$ cat src/rtl/led_seq_pkg.sv
// Contract
// - at power-up light the calibration LED for about 0.3 s
// - bus-failure LED red while no fieldbus communication is active
// - after a configuration change, alarm LED lit 0.3 to 1.5 s at power-up
// - data-exchange LED green while controller communication is active
// - ready: output LED short pulse every 1.2 s; uncalibrated: alarm 4 Hz; error: alarm lit
// - calibration LED lit and calib_active_flag set for the whole calibration
// - calibration LED off once zero calibration succeeds
// - failed zero calibration sets alarm_flag and blinks alarm LED at 1 Hz
// - calibrated with heat_request and set point: regulation_active_flag and heat LED on
// - calibration LED 1 Hz on fault clear or no line voltage, 4 Hz when blocked
// - supply voltage too low blinks calibration LED at its own distinct rate
// - heat LED 4 Hz when heating blocked, lit while heating executes
// - in control mode output LED brightness follows heating current
// - alarm LED 1 Hz config error, 4 Hz bad calibration, lit other errors
// - data-exchange LED blinks fast on name switches 0xFF, red on module error
// - bus-failure LED 2 Hz for 3 s without data exchange, green 2 Hz node flash
package led_seq_pkg;
    localparam int unsigned CLK_HZ = 200_000_000;
    localparam int unsigned TICK_US = 25_000;
    localparam int unsigned TICK_CYCLES_DFLT = TICK_US * (CLK_HZ / 1_000_000);
    localparam int unsigned START_MS = 300;
    localparam int unsigned CFG_ALARM_MS = 600;
    localparam int unsigned PULSE_PERIOD_MS = 1200;
    localparam int unsigned PULSE_ON_MS = 50;
    localparam int unsigned NODX_MS = 3000;
    localparam int unsigned ACT_MS = 50;
    localparam logic [7:0] START_TICKS = 8'(START_MS * 1000 / TICK_US);
    localparam logic [7:0] CFG_ALARM_TICKS = 8'(CFG_ALARM_MS * 1000 / TICK_US);
    localparam logic [7:0] PULSE_PERIOD_TICKS = 8'(PULSE_PERIOD_MS * 1000 / TICK_US);
    localparam logic [7:0] PULSE_ON_TICKS = 8'(PULSE_ON_MS * 1000 / TICK_US);
    localparam logic [7:0] NODX_TICKS = 8'(NODX_MS * 1000 / TICK_US);
    localparam logic [7:0] ACT_TICKS = 8'(ACT_MS * 1000 / TICK_US);
    // blink half periods in ticks: 4 Hz, 2 Hz, 1 Hz, 0.5 Hz
    localparam int NUM_BLINK = 4;
    localparam int B4HZ = 0;
    localparam int B2HZ = 1;
    localparam int B1HZ = 2;
    localparam int BSLOW = 3;
    localparam logic [7:0] BLINK_HALF [0:NUM_BLINK-1] = '{8'h05, 8'h0A, 8'h14, 8'h28};
    localparam logic [15:0] SETPOINT_MIN = 16'h0028;
    localparam int NUM_PORTS = 2;
    // register map, byte addresses
    localparam logic [3:0] ADDR_CTRL = 4'h0;
    localparam logic [3:0] ADDR_SETPOINT = 4'h4;
    localparam logic [3:0] ADDR_STATUS = 4'h8;
    localparam int CTRL_CALIB_REQ = 0;
    localparam int CTRL_HEAT_REQ = 1;
    localparam int CTRL_FAULT_CLR = 2;
    localparam logic [2:0] CTRL_RESET = 3'h0;
    localparam logic [15:0] SETPOINT_RESET = 16'h0000;
    localparam int STAT_STATE_LSB = 4;
    localparam int STAT_CALIBRATED = 7;
    localparam int STAT_HEAT_BLOCKED = 8;
    localparam int STAT_CALIB_BLOCKED = 9;

    typedef enum logic [2:0] {
        ST_START,
        ST_UNCAL,
        ST_CALIB,
        ST_CAL_FAIL,
        ST_READY
    } seq_state_t;

    typedef struct packed {
        logic comm_active;
        logic data_exchange;
        logic dx_internal_error;
        logic name_switch_ff;
        logic node_flash;
        logic line_voltage_ok;
        logic supply_low;
        logic config_changed;
        logic config_error;
        logic calib_inhibit;
        logic calib_done;
        logic calib_fail;
        logic calib_wrong;
        logic device_error;
    } cond_t;

    typedef struct packed {
        logic regulation_active;
        logic alarm;
        logic calib_active;
    } flags_t;

    typedef struct packed {
        logic [3:0] addr;
        logic [15:0] wdata;
        logic wr;
        logic rd;
    } regbus_t;
endpackage

$ cat src/rtl/status_led_calibration_sequencer.sv
// Added by the designer: the address-and-strobe port and the placing of the registers.
module status_led_calibration_sequencer
    import led_seq_pkg::*;
#(
    parameter int unsigned TICK_CYCLES = TICK_CYCLES_DFLT
) (
    input wire logic i_sys_clk,
    input wire logic i_reset_n,
    input wire logic i_ce,
    input wire regbus_t i_bus,
    input wire cond_t i_cond,
    input wire logic [7:0] i_heat_current,
    input wire logic [NUM_PORTS-1:0] i_link_up,
    input wire logic [NUM_PORTS-1:0] i_frame,
    output logic [15:0] o_rdata,
    output flags_t o_flags,
    output logic o_led_calib,
    output logic o_led_heat,
    output logic o_led_output,
    output logic o_led_alarm,
    output logic o_led_dx_green,
    output logic o_led_dx_red,
    output logic o_led_bf_red,
    output logic o_led_bf_green,
    output logic [NUM_PORTS-1:0] o_led_link,
    output logic [NUM_PORTS-1:0] o_led_act
);
    seq_state_t state;
    logic [2:0] ctrl;
    logic [15:0] setpoint;
    logic [23:0] tick_cnt;
    logic tick;
    logic [NUM_BLINK-1:0] blink;
    logic [7:0] start_cnt;
    logic [7:0] cfg_cnt;
    logic cfg_alarm;
    logic [7:0] pulse_cnt;
    logic [7:0] nodx_cnt;
    logic dx_seen;
    logic [7:0] pwm_cnt;
    logic calibrated;
    logic calib_blocked;
    logic heat_blocked;
    logic regulating;
    logic calib_req;
    logic heat_req;
    logic fault_clr;

    assign calib_req = ctrl[CTRL_CALIB_REQ];
    assign heat_req = ctrl[CTRL_HEAT_REQ];
    assign fault_clr = ctrl[CTRL_FAULT_CLR];

    // registers written by software
    always_ff @(posedge i_sys_clk or negedge i_reset_n) begin
        if (!i_reset_n) begin
            ctrl <= CTRL_RESET;
            setpoint <= SETPOINT_RESET;
        end else if (i_ce && i_bus.wr) begin
            if (i_bus.addr == ADDR_CTRL) begin
                ctrl <= i_bus.wdata[2:0];
            end
            if (i_bus.addr == ADDR_SETPOINT) begin
                setpoint <= i_bus.wdata;
            end
        end
    end

    // read data one cycle after the strobe, zero when unmapped or idle
    always_ff @(posedge i_sys_clk or negedge i_reset_n) begin
        if (!i_reset_n) begin
            o_rdata <= 16'h0000;
        end else if (i_ce) begin
            o_rdata <= 16'h0000;
            if (i_bus.rd) begin
                case (i_bus.addr)
                    ADDR_CTRL: o_rdata <= {13'h0000, ctrl};
                    ADDR_SETPOINT: o_rdata <= setpoint;
                    ADDR_STATUS: begin
                        o_rdata[2:0] <= o_flags;
                        o_rdata[STAT_STATE_LSB +: 3] <= state;
                        o_rdata[STAT_CALIBRATED] <= calibrated;
                        o_rdata[STAT_HEAT_BLOCKED] <= heat_blocked;
                        o_rdata[STAT_CALIB_BLOCKED] <= calib_blocked;
                    end
                    default: o_rdata <= 16'h0000;
                endcase
            end
        end
    end

    always_ff @(posedge i_sys_clk or negedge i_reset_n) begin
        if (!i_reset_n) begin
            tick_cnt <= 24'h000000;
            tick <= 1'b0;
        end else if (i_ce) begin
            tick <= 1'b0;
            if (tick_cnt >= 24'(TICK_CYCLES - 1)) begin
                tick_cnt <= 24'h000000;
                tick <= 1'b1;
            end else begin
                tick_cnt <= tick_cnt + 24'h000001;
            end
        end
    end

    for (genvar b = 0; b < NUM_BLINK; b++) begin : g_blink
        logic [7:0] half_cnt;
        always_ff @(posedge i_sys_clk or negedge i_reset_n) begin
            if (!i_reset_n) begin
                half_cnt <= 8'h00;
                blink[b] <= 1'b0;
            end else if (i_ce && tick) begin
                if (half_cnt >= BLINK_HALF[b] - 8'h01) begin
                    half_cnt <= 8'h00;
                    blink[b] <= ~blink[b];
                end else begin
                    half_cnt <= half_cnt + 8'h01;
                end
            end
        end
    end

    // power-up windows; counters saturate so they never rearm
    always_ff @(posedge i_sys_clk or negedge i_reset_n) begin
        if (!i_reset_n) begin
            start_cnt <= 8'h00;
            cfg_cnt <= 8'h00;
        end else if (i_ce && tick) begin
            if (start_cnt != 8'hFF) begin
                start_cnt <= start_cnt + 8'h01;
            end
            if (cfg_cnt != 8'hFF) begin
                cfg_cnt <= cfg_cnt + 8'h01;
            end
        end
    end
    // alarm window after a configuration change
    assign cfg_alarm = i_cond.config_changed && (cfg_cnt < CFG_ALARM_TICKS);

    // blocking conditions
    assign calib_blocked = heat_req || fault_clr || i_cond.calib_inhibit
        || !i_cond.line_voltage_ok || i_cond.config_error;
    assign heat_blocked = !calibrated || (state == ST_CALIB) || (setpoint < SETPOINT_MIN)
        || fault_clr || i_cond.device_error;
    // heating only once calibrated with a valid set point
    assign regulating = (state == ST_READY) && heat_req && !heat_blocked;

    // start-up and calibration sequence
    always_ff @(posedge i_sys_clk or negedge i_reset_n) begin
        if (!i_reset_n) begin
            state <= ST_START;
            calibrated <= 1'b0;
        end else if (i_ce) begin
            case (state)
                ST_START: begin
                    if (tick && start_cnt >= START_TICKS - 8'h01) begin
                        state <= ST_UNCAL;
                    end
                end
                ST_UNCAL, ST_READY: begin
                    if (calib_req && !calib_blocked) begin
                        state <= ST_CALIB;
                        calibrated <= 1'b0;
                    end
                end
                ST_CALIB: begin
                    if (i_cond.calib_fail) begin
                        state <= ST_CAL_FAIL;
                    end else if (i_cond.calib_done) begin
                        state <= ST_READY;
                        calibrated <= 1'b1;
                    end
                end
                ST_CAL_FAIL: begin
                    if (fault_clr) begin
                        state <= ST_UNCAL;
                    end else if (calib_req && !calib_blocked) begin
                        state <= ST_CALIB;
                    end
                end
                default: state <= ST_START;
            endcase
        end
    end

    // status flags
    always_ff @(posedge i_sys_clk or negedge i_reset_n) begin
        if (!i_reset_n) begin
            o_flags <= '0;
        end else if (i_ce) begin
            o_flags.calib_active <= (state == ST_CALIB);
            o_flags.alarm <= (state == ST_CAL_FAIL) || i_cond.device_error
                || i_cond.config_error || i_cond.calib_wrong;
            o_flags.regulation_active <= regulating;
        end
    end

    // calibration LED, most specific condition first
    always_ff @(posedge i_sys_clk or negedge i_reset_n) begin
        if (!i_reset_n) begin
            o_led_calib <= 1'b0;
        end else if (i_ce) begin
            if (state == ST_START || state == ST_CALIB) begin
                o_led_calib <= 1'b1;
            end else if (i_cond.supply_low) begin
                o_led_calib <= blink[BSLOW];
            end else if (fault_clr || !i_cond.line_voltage_ok) begin
                o_led_calib <= blink[B1HZ];
            end else if (calib_req && calib_blocked) begin
                o_led_calib <= blink[B4HZ];
            end else begin
                o_led_calib <= 1'b0;
            end
        end
    end

    // heat LED
    always_ff @(posedge i_sys_clk or negedge i_reset_n) begin
        if (!i_reset_n) begin
            o_led_heat <= 1'b0;
        end else if (i_ce) begin
            if (regulating) begin
                o_led_heat <= 1'b1;
            end else if (heat_req && state != ST_START) begin
                o_led_heat <= blink[B4HZ];
            end else begin
                o_led_heat <= 1'b0;
            end
        end
    end

    // alarm LED
    always_ff @(posedge i_sys_clk or negedge i_reset_n) begin
        if (!i_reset_n) begin
            o_led_alarm <= 1'b0;
        end else if (i_ce) begin
            if (state == ST_START) begin
                o_led_alarm <= cfg_alarm;
            end else if (i_cond.device_error) begin
                o_led_alarm <= 1'b1;
            end else if (i_cond.config_error || state == ST_CAL_FAIL) begin
                o_led_alarm <= blink[B1HZ];
            end else if (i_cond.calib_wrong || state == ST_UNCAL) begin
                o_led_alarm <= blink[B4HZ];
            end else begin
                o_led_alarm <= cfg_alarm;
            end
        end
    end

    // output LED: idle heartbeat or current-proportional dimming
    always_ff @(posedge i_sys_clk or negedge i_reset_n) begin
        if (!i_reset_n) begin
            pulse_cnt <= 8'h00;
            pwm_cnt <= 8'h00;
            o_led_output <= 1'b0;
        end else if (i_ce) begin
            pwm_cnt <= pwm_cnt + 8'h01;
            if (tick) begin
                pulse_cnt <= (pulse_cnt >= PULSE_PERIOD_TICKS - 8'h01) ? 8'h00
                    : pulse_cnt + 8'h01;
            end
            if (regulating) begin
                o_led_output <= (pwm_cnt < i_heat_current);
            end else if (state == ST_READY && !o_flags.alarm) begin
                o_led_output <= (pulse_cnt < PULSE_ON_TICKS);
            end else begin
                // off when uncalibrated or in error
                o_led_output <= 1'b0;
            end
        end
    end

    // data-exchange LED
    always_ff @(posedge i_sys_clk or negedge i_reset_n) begin
        if (!i_reset_n) begin
            o_led_dx_green <= 1'b0;
            o_led_dx_red <= 1'b0;
        end else if (i_ce) begin
            o_led_dx_red <= i_cond.dx_internal_error
                || (i_cond.name_switch_ff && blink[B4HZ]);
            o_led_dx_green <= i_cond.comm_active && !i_cond.dx_internal_error
                && !i_cond.name_switch_ff;
        end
    end

    // no-exchange window: armed when exchange drops after it had run
    always_ff @(posedge i_sys_clk or negedge i_reset_n) begin
        if (!i_reset_n) begin
            nodx_cnt <= 8'h00;
            dx_seen <= 1'b0;
        end else if (i_ce) begin
            dx_seen <= i_cond.data_exchange;
            if (dx_seen && !i_cond.data_exchange) begin
                nodx_cnt <= NODX_TICKS;
            end else if (tick && nodx_cnt != 8'h00) begin
                nodx_cnt <= nodx_cnt - 8'h01;
            end
        end
    end

    // bus-failure LED
    always_ff @(posedge i_sys_clk or negedge i_reset_n) begin
        if (!i_reset_n) begin
            o_led_bf_red <= 1'b1;
            o_led_bf_green <= 1'b0;
        end else if (i_ce) begin
            // red without communication, 2 Hz after exchange loss
            o_led_bf_red <= !i_cond.comm_active || (nodx_cnt != 8'h00 && blink[B2HZ]);
            o_led_bf_green <= i_cond.comm_active && i_cond.node_flash && blink[B2HZ];
        end
    end

    // per-port link and activity LEDs
    for (genvar p = 0; p < NUM_PORTS; p++) begin : g_port
        logic [7:0] act_cnt;
        always_ff @(posedge i_sys_clk or negedge i_reset_n) begin
            if (!i_reset_n) begin
                act_cnt <= 8'h00;
                o_led_link[p] <= 1'b0;
                o_led_act[p] <= 1'b0;
            end else if (i_ce) begin
                // link lit, activity stretched so short frames stay visible
                o_led_link[p] <= i_link_up[p];
                if (i_frame[p]) begin
                    act_cnt <= ACT_TICKS;
                end else if (tick && act_cnt != 8'h00) begin
                    act_cnt <= act_cnt - 8'h01;
                end
                o_led_act[p] <= i_frame[p] || act_cnt != 8'h00;
            end
        end
    end

    a_startup_calib_led: assert property (
        @(posedge i_sys_clk) disable iff (!i_reset_n)
        (state == ST_START && i_ce) |=> o_led_calib)
        else $error("calibration LED dark during start-up");

    a_bus_fail_red: assert property (
        @(posedge i_sys_clk) disable iff (!i_reset_n)
        (!i_cond.comm_active && i_ce) |=> o_led_bf_red)
        else $error("bus-failure LED not red without communication");

    a_dx_green_on: assert property (
        @(posedge i_sys_clk) disable iff (!i_reset_n)
        (i_cond.comm_active && !i_cond.dx_internal_error && !i_cond.name_switch_ff && i_ce)
        |=> o_led_dx_green)
        else $error("data-exchange LED not green while communicating");

    a_uncal_output_off: assert property (
        @(posedge i_sys_clk) disable iff (!i_reset_n)
        (state == ST_UNCAL && i_ce) |=> !o_led_output)
        else $error("output LED lit while uncalibrated");

    a_calib_flag_led: assert property (
        @(posedge i_sys_clk) disable iff (!i_reset_n)
        (state == ST_CALIB && i_ce) |=> (o_flags.calib_active && o_led_calib))
        else $error("calibration flag or LED missing during calibration");

    a_calib_success: assert property (
        @(posedge i_sys_clk) disable iff (!i_reset_n)
        (state == ST_CALIB && i_cond.calib_done && !i_cond.calib_fail && i_ce)
        |=> (state == ST_READY && calibrated))
        else $error("successful calibration not taken");

    a_fail_alarm: assert property (
        @(posedge i_sys_clk) disable iff (!i_reset_n)
        (state == ST_CAL_FAIL && i_ce) |=> o_flags.alarm)
        else $error("alarm flag missing after failed calibration");

    a_regulation_heat: assert property (
        @(posedge i_sys_clk) disable iff (!i_reset_n)
        (regulating && i_ce) |=> (o_flags.regulation_active && o_led_heat))
        else $error("regulation flag or heat LED missing");

    a_activity_flash: assert property (
        @(posedge i_sys_clk) disable iff (!i_reset_n)
        (i_frame[0] && i_ce) |=> o_led_act[0])
        else $error("activity LED did not flash on a frame");
endmodule

$ cat config.mk
export PLATFORM = sky130hd
export DESIGN_NAME = status_led_calibration_sequencer
export DESIGN_NICKNAME = d
export VERILOG_FILES = /design/src/rtl/led_seq_pkg.sv /design/src/rtl/status_led_calibration_sequencer.sv
export SDC_FILE = /design/constraint.sdc
export NUM_CORES = 1
export LEC_CHECK = 0
export BUFFER_PORTS_ARGS = -buffer_cell sky130_fd_sc_hd__buf_2
export CAP_MARGIN = 15
export CORE_UTILIZATION = 35
export CTS_CLUSTER_SIZE = 10
export DETAILED_ROUTE_END_ITERATION = 7
export MAX_ROUTING_LAYER = met4
export SYNTH_ARGS = -nofsm -noshare
export SYNTH_HDL_FRONTEND = slang
export SYNTH_SLANG_ARGS = --single-unit
$ cat constraint.sdc
create_clock -name i_sys_clk -period 1.7 [get_ports i_sys_clk]
set_input_delay 0.17 -clock i_sys_clk [delete_from_list [all_inputs] [get_ports i_sys_clk]]
set_output_delay 0.17 -clock i_sys_clk [all_outputs]
set_load 0.03 [all_outputs]
==> metrics.txt, run 1 <==
Final Skew=roughly 10 ps; total power draw=10900 uW; final hold vios=0; ANT cells=0; maximum clock path buffer count=2; Mapped Cells=between 800 and 900; latest clock arrival within the worst-skew pair=about 420 ps; first-pass detailed-route iteration total=4; final worst setup slack=-118 ps; status=finished, violations left; min cycle time layout=between 1500 and 2000 ps; Critical R2R Launch=nodx_cnt[1]; Pleak=roughly 0.0051 uW; Worst Setup SP=nodx_cnt[1]; total congestion overflow=0; largest net degree at the start of global routing=between 40 and 50; CTS clk-pin slew, worst paths=70 ps; # DRC=0; setup violators final=5; routed len/inst=approximately 14 um; critical path arrival=around 2100 ps; die width=157 um; switching share of total power=0.289; Seq. cell area=around 4300 um2; fin. max-slew vios=0; share of post-route cells with drive strength above 1=0.284; max-cap check violation count=0; Comb power frac=0.194; hpwl dp=~13000 um; initial core utilization=0.357; die area=approximately 25000 um2; global-route wire length before repair=~32000 um; Avg Vias per Cell=4.98; CTS tree=done; Sink Count=around 170; Async SR Flop Fraction=1.00; gr usage total=0.165; reg2reg end=nodx_cnt[2]; RSZ-0062 raised after global routing=yes; initial DRC count=345; Primary FF master, synth=dfrtp_1; Slew HR=0.686; post-layout net count=between 1000 and 1500; flops & latches, synth=172; cell taking the most area after synthesis=dfrtp_1; num rows=56; CTS Root Cell=clkbuf_16; highest clock rate=between 500 and 600 MHz; Clk pwr share=0.348; pwr dens=991 nW/um2; FILL cells=approximately 2200; H-Tree Depth=4; routed vias=6675; Area contributors post-synth=dfrtp_1 51%, mux2_2 3.7%, xnor2_1 3.7%, ha_1 3.7%, nor2_1 3.5%; CP required=~2000 ps; Top Ports=around 80; Distinct cells, synth=between 60 and 70; CP Class=register to register; failing checks=negative setup slack; Internal=between 7000 and 8000 uW; vias in the first global route=about 6500; die height=157 um; Mean Syn Cell Area=approximately 10 um2; Fin Setup TNS=-277 ps; R2R cell count=7; Synth Warn #=0; Flop pwr share=0.458; CP Launch Type=register; Mapped Area=approximately 8400 um2; EDFF count, synth=0; CP endpoint kind=register; Area Overhead vs Synth=30.6%; P_sw=about 3100 uW; antenna violations before repair=0; critical-path maximum fanout=3; multi-input combinational cell area=roughly 4000 um2; post-route ant nets=0; CTS buffer count=17; gpl congestion=0.820; CP Capture Point=nodx_cnt[2]; Mapped Nets=between 800 and 900; Worst Max-Slew Pin Slew=between 400 and 500 ps; share of the synthesized area in the top cell type=0.509; area of the core=roughly 24000 um2; PortBufs=about 80; Max IR drop VDD=467 uV; Tcrit/Tclk final=1.07; register area share after synthesis=0.512; R2R Setup Slk=-120 ps; worst hold path type=primary input to register; final wirelength=roughly 19000 um
layout make-up:
| type | instances | share of cell area |
|---|---|---|
| well taps | 319 | 0.0363 |
| clock inverters | 11 | 0.0100 |
| flip-flops and latches | 172 | 0.392 |
| multi-input cells | 572 | 0.369 |
| repair buffers | 205 | 0.137 |
| inverters | 40 | 0.0137 |
| clock buffers | 21 | 0.0419 |
power by group through the flow:
stage,registers [uW],clock network [uW],logic [uW]
6_report,4990,3790,2110
5_1_grt,5060,4060,2360
4_1_cts,4980,3910,2080
3_5_place_dp,5030,0,1980
3_3_place_gp,5020,0,1950
2_1_floorplan,5040,0,1090
metrics by stage:
| step | std cells | instance area [um2] | hold WS [ps] | setup slack (ps) | utilization |
|---|---|---|---|---|---|
| finish | 1340 | 11000 | 52.5 | -118 | 0.467 |
| detailed placement | 1267 | 9830 | 133 | -94.2 | 0.418 |
| global route | 1340 | 11000 | 67.4 | -167 | 0.467 |
| CTS | 1329 | 10700 | 31.2 | -58.7 | 0.456 |
| floorplan | 813 | 8430 | -126 | -35.6 | - |
| global placement | 1267 | 9830 | 129 | -69.7 | 0.418 |
state kept, by name, summed over array words and instances, names as in the netlist, 2 cells and up:
register	cells
pwm_cnt	8
tick_cnt	24
pulse_cnt	8
o_led_act	2
state	3
start_cnt	8
o_led_link	2
cfg_cnt	8
o_rdata	16
o_flags	3
nodx_cnt	8
g_port.act_cnt	16
ctrl	3
blink	4
g_blink.half_cnt	32
setpoint	16
synth_stat cells, drive strengths merged, types with 7 or more instances:
cell and n:
dfrtp 171, nor2 81, nand2 65, inv 39
xnor2 36, a21oi 35, nand3 29, mux2 28
ha 25, xor2 24, nand4 21, o21ai 21
nor3 19, nor4 18, clkbuf 16, buf 14
and2 12, and3 11, o2bb2ai 11, a31oi 10
a22o 8, nor2b 8, nand2b 7, o22ai 7
or3 7
routing by layer:
| layer | track usage | share of wire | up-vias |
|---|---|---|---|
| li1 | - | - | 3308 |
| met3 | 0.0317 | 0.029 | 20 |
| met5 | - | 0 | - |
| met1 | 0.212 | 0.47 | 3259 |
| met4 | 0.0509 | 0.014 | 0 |
| met2 | 0.265 | 0.49 | 88 |
worst max-delay path, stage by stage, from the launching register on:
cell and delay (ps):
dfrtp_1 390, inv_2 80, ha_4 120, or4b_4 460, o211ai_1 270, buf_4 170, xor2_2 150, a21oi_2 40
worst min-delay path by stage:
stage | from | slack (ps) | cells past startpoint | endpoint
2_1_floorplan | i_reset_n | -130 | 0 | blink[0]
3_3_place_gp | i_reset_n | 130 | 1 | o_led_bf_green
3_5_place_dp | i_reset_n | 130 | 1 | nodx_cnt[4]
4_1_cts | i_frame[1] | 30 | 2 | g_port[1].act_cnt[6]
5_1_grt | i_cond[1] | 70 | 3 | o_flags[1]
6_report | i_cond[11] | 50 | 3 | o_led_dx_red
what timing repair did:
item | CTS | global route
setup buffers | 7 | 10
hold buffers | 23 | 0
gates resized for setup | 14 | 41
setup endpoints to repair | 12 | 63
gates cloned | 0 | 1
pin swaps | 9 | 31
hold endpoints to repair | 58 | 0
logic make-up (layout without fill, tap and decap cells):
group,after synthesis,after routing,synth area share
mux,34,34,0.0446
fa+ha+maj,25,25,0.0372
simple gates,300,301,0.185
compound gates,152,152,0.125
xor+xnor,60,60,0.0625
flops,172,172,0.512
buf+inv,70,277,0.0339
cells in the final DEF (no fill, tap or decap), types with 11 or more instances in the layout:
master	n
dfrtp_1	170
buf_4	92
buf_2	80
nor2_1	77
nand2_1	63
xnor2_1	36
inv_1	34
a21oi_1	32
nand3_1	28
mux2_2	27
dlygate4sd3_1	23
xor2_1	22
nand4_1	20
ha_1	20
clkbuf_16	17
nor3_1	16
and2_1	12
o2bb2ai_1	11
o21ai_0	11
and3_1	11
Power figures use the tool's default switching activity.
==> run 2, diff against run 1 <==
Settings changed: TNS_END_PERCENT set to 30.
==> metrics.txt, run 2 (synthesis gave the netlist of run 1 again) <==
initial DRC count=353 (+2.3%); Top Ports=82 (unchanged); routed len/inst=14.2 um (-0.72%); die width=157 um (unchanged); Inst Count DP=1266 (-0.079%); CP Cell Sequence=inv_2 -> ha_1 -> or4b_4 -> o211ai_1 -> buf_4 -> xor2_1 -> a21oi_1; critical-path maximum fanout=3 (unchanged); initial core utilization=0.357 (unchanged); final hold vios=0 (unchanged); Post-Layout Cell Count=1331 (-0.67%); Avg Vias per Cell=5.02 (+0.72%); Area Overhead vs Synth=28.4%; Tcrit/Tclk final=1.02 (-0.0475); die area=24700 um2 (unchanged); min cycle time layout=1740 ps (-80.8 ps); largest net degree at the start of global routing=66 (+57%); max-cap check violation count=0 (unchanged); area of the core=23500 um2 (unchanged); CTS clk-pin slew, worst paths=70 ps (about the same); final wirelength=19000 um (-1.4%); crit path buf inv count=2 (unchanged); CTS buffer count=17 (unchanged); H-Tree Depth=4 (unchanged); Pleak=0.00499 uW (-2.5%); CP Launch Type=register; CTS Root Cell=clkbuf_16; num rows=56 (unchanged); Slew HR=0.670 (-0.0160); PortBufs=81 (unchanged); die height=157 um (unchanged); pwr dens=994 nW/um2 (+0.29%); CP endpoint kind=register; worst hold path type=primary input to register; hpwl dp=13300 um (-0.26%); CP max-delay cell=or4b_4; CP max stage delay=450 ps (about the same); Final Skew=10.3 ps (+0.0209 ps); critical path arrival=2060 ps (-60 ps); gpl congestion=0.813 (-0.90%); Max IR drop VDD=616 uV (+32%); CP Class=register to register; delay-heaviest family, CP=simple AND/OR/NAND/NOR gates; CP required=2020 ps (+20 ps); post-layout net count=1074 (-0.92%); Reg with most FFs=g_blink.half_cnt; setup violators final=5 (unchanged); share of post-route cells with drive strength above 1=0.273 (-0.0110); gr usage total=0.163 (-0.00258); most frequent cells in the layout=169 x dfrtp_1, 85 x buf_4, 80 x buf_2, 74 x nor2_1, 64 x nand2_1; fin. max-slew vios=0 (unchanged); vias in the first global route=6409 (-0.84%); CTS tree=done; Worst Max-Slew Pin Slew=495 ps (+24.0 ps); post-route ant nets=0 (unchanged); total congestion overflow=0 (unchanged); RSZ-0062 raised after global routing=yes; utilization after layout=0.459 (-0.00787); global-route wire length before repair=31000 um (-1.7%); maximum clock path buffer count=2 (unchanged); most common cell after layout, fill and taps aside=dfrtp_1; failing checks=negative setup slack; largest registers=g_blink.half_cnt x32, tick_cnt x24; Sink Count=172 (unchanged); # DRC=0 (unchanged); highest clock rate=576 MHz (+4.6%); max FFs per register=32 (unchanged); first-pass detailed-route iteration total=4 (unchanged); latest clock arrival within the worst-skew pair=440 ps (+20 ps); final worst setup slack=-37.4 ps (+80.8 ps); antenna violations before repair=1 (+1); status=finished, violations left; Min Hold Slack=47.4 ps (-5.14 ps); routed vias=6678 (+0.045%)
-- run 2: path summary, 6_finish.rpt --
check	start	endpoint	slack (ps)	depth (start not counted)
worst max-delay path	nodx_cnt[0]	nodx_cnt[2]	-40	7
worst min-delay path	i_cond[1]	o_flags[1]	50	3
worst max register to register	nodx_cnt[0]	nodx_cnt[2]	-40	7
worst min register to register	pwm_cnt[7]	pwm_cnt[7]	490	1
max in group asynchronous	i_reset_n	o_rdata[7]	900	3
min in group asynchronous	i_reset_n	o_led_bf_green	170	2
-- run 2: worst min-delay path, delay by kind of cell --
kind,cells,cell delay [ps]
buffers and inverters,1,110
AOI/OAI and AO/OA,1,80
and+or+nand+nor,1,80
-- run 2: layout make-up --
type                       instances  area, um2
antenna                            1       2.50
clock buffer                      19        433
clock inverter                    13        109
fill                            2224      12700
inverter                          40        150
multi-input combinational        571       4000
sequential                       172       4310
tap                              319        399
timing repair buffer             196       1400
-- run 2: repair_timing --
item | 4_1_cts | 5_1_grt
setup buffers | 5 | 3
cloned | 0 | 1
endpoints found under the setup margin | 14 | 59
gates resized for setup | 3 | 41
hold buffers | 23 | 0
pin swaps | 5 | 12
hold endpoints to repair | 195 | 0
-- run 2: per-layer routing --
layer	part of all wire	track usage	routed length [um]
met1	0.48	0.207	9070
met2	0.47	0.260	9000
met3	0.034	0.0355	649
met4	0.012	0.0499	235
met5	0	-	0
-- run 2: through the flow --
stage / setup WS (ps) / cell area [um2] / total power [uW] / TNS (ps)
2_1_floorplan: -35.6 / 8420 / 6110 / -115
3_3_place_gp: -41.6 / 9780 / 6920 / -140
3_5_place_dp: -77.6 / 9780 / 6980 / -498
4_1_cts: -45.3 / 10600 / 10700 / -263
5_1_grt: -135 / 10800 / 11300 / -1860
6_report: -37.4 / 10800 / 10700 / -78.4
-- run 2: power by group --
group | switching [uW] | leakage [uW] | internal, uW
Sequential | 456 | 0.00224 | 4540
Clock | 1720 | 0.000251 | 1900
Combinational | 1040 | 0.00250 | 1070
Total | 3220 | 0.00499 | 7510
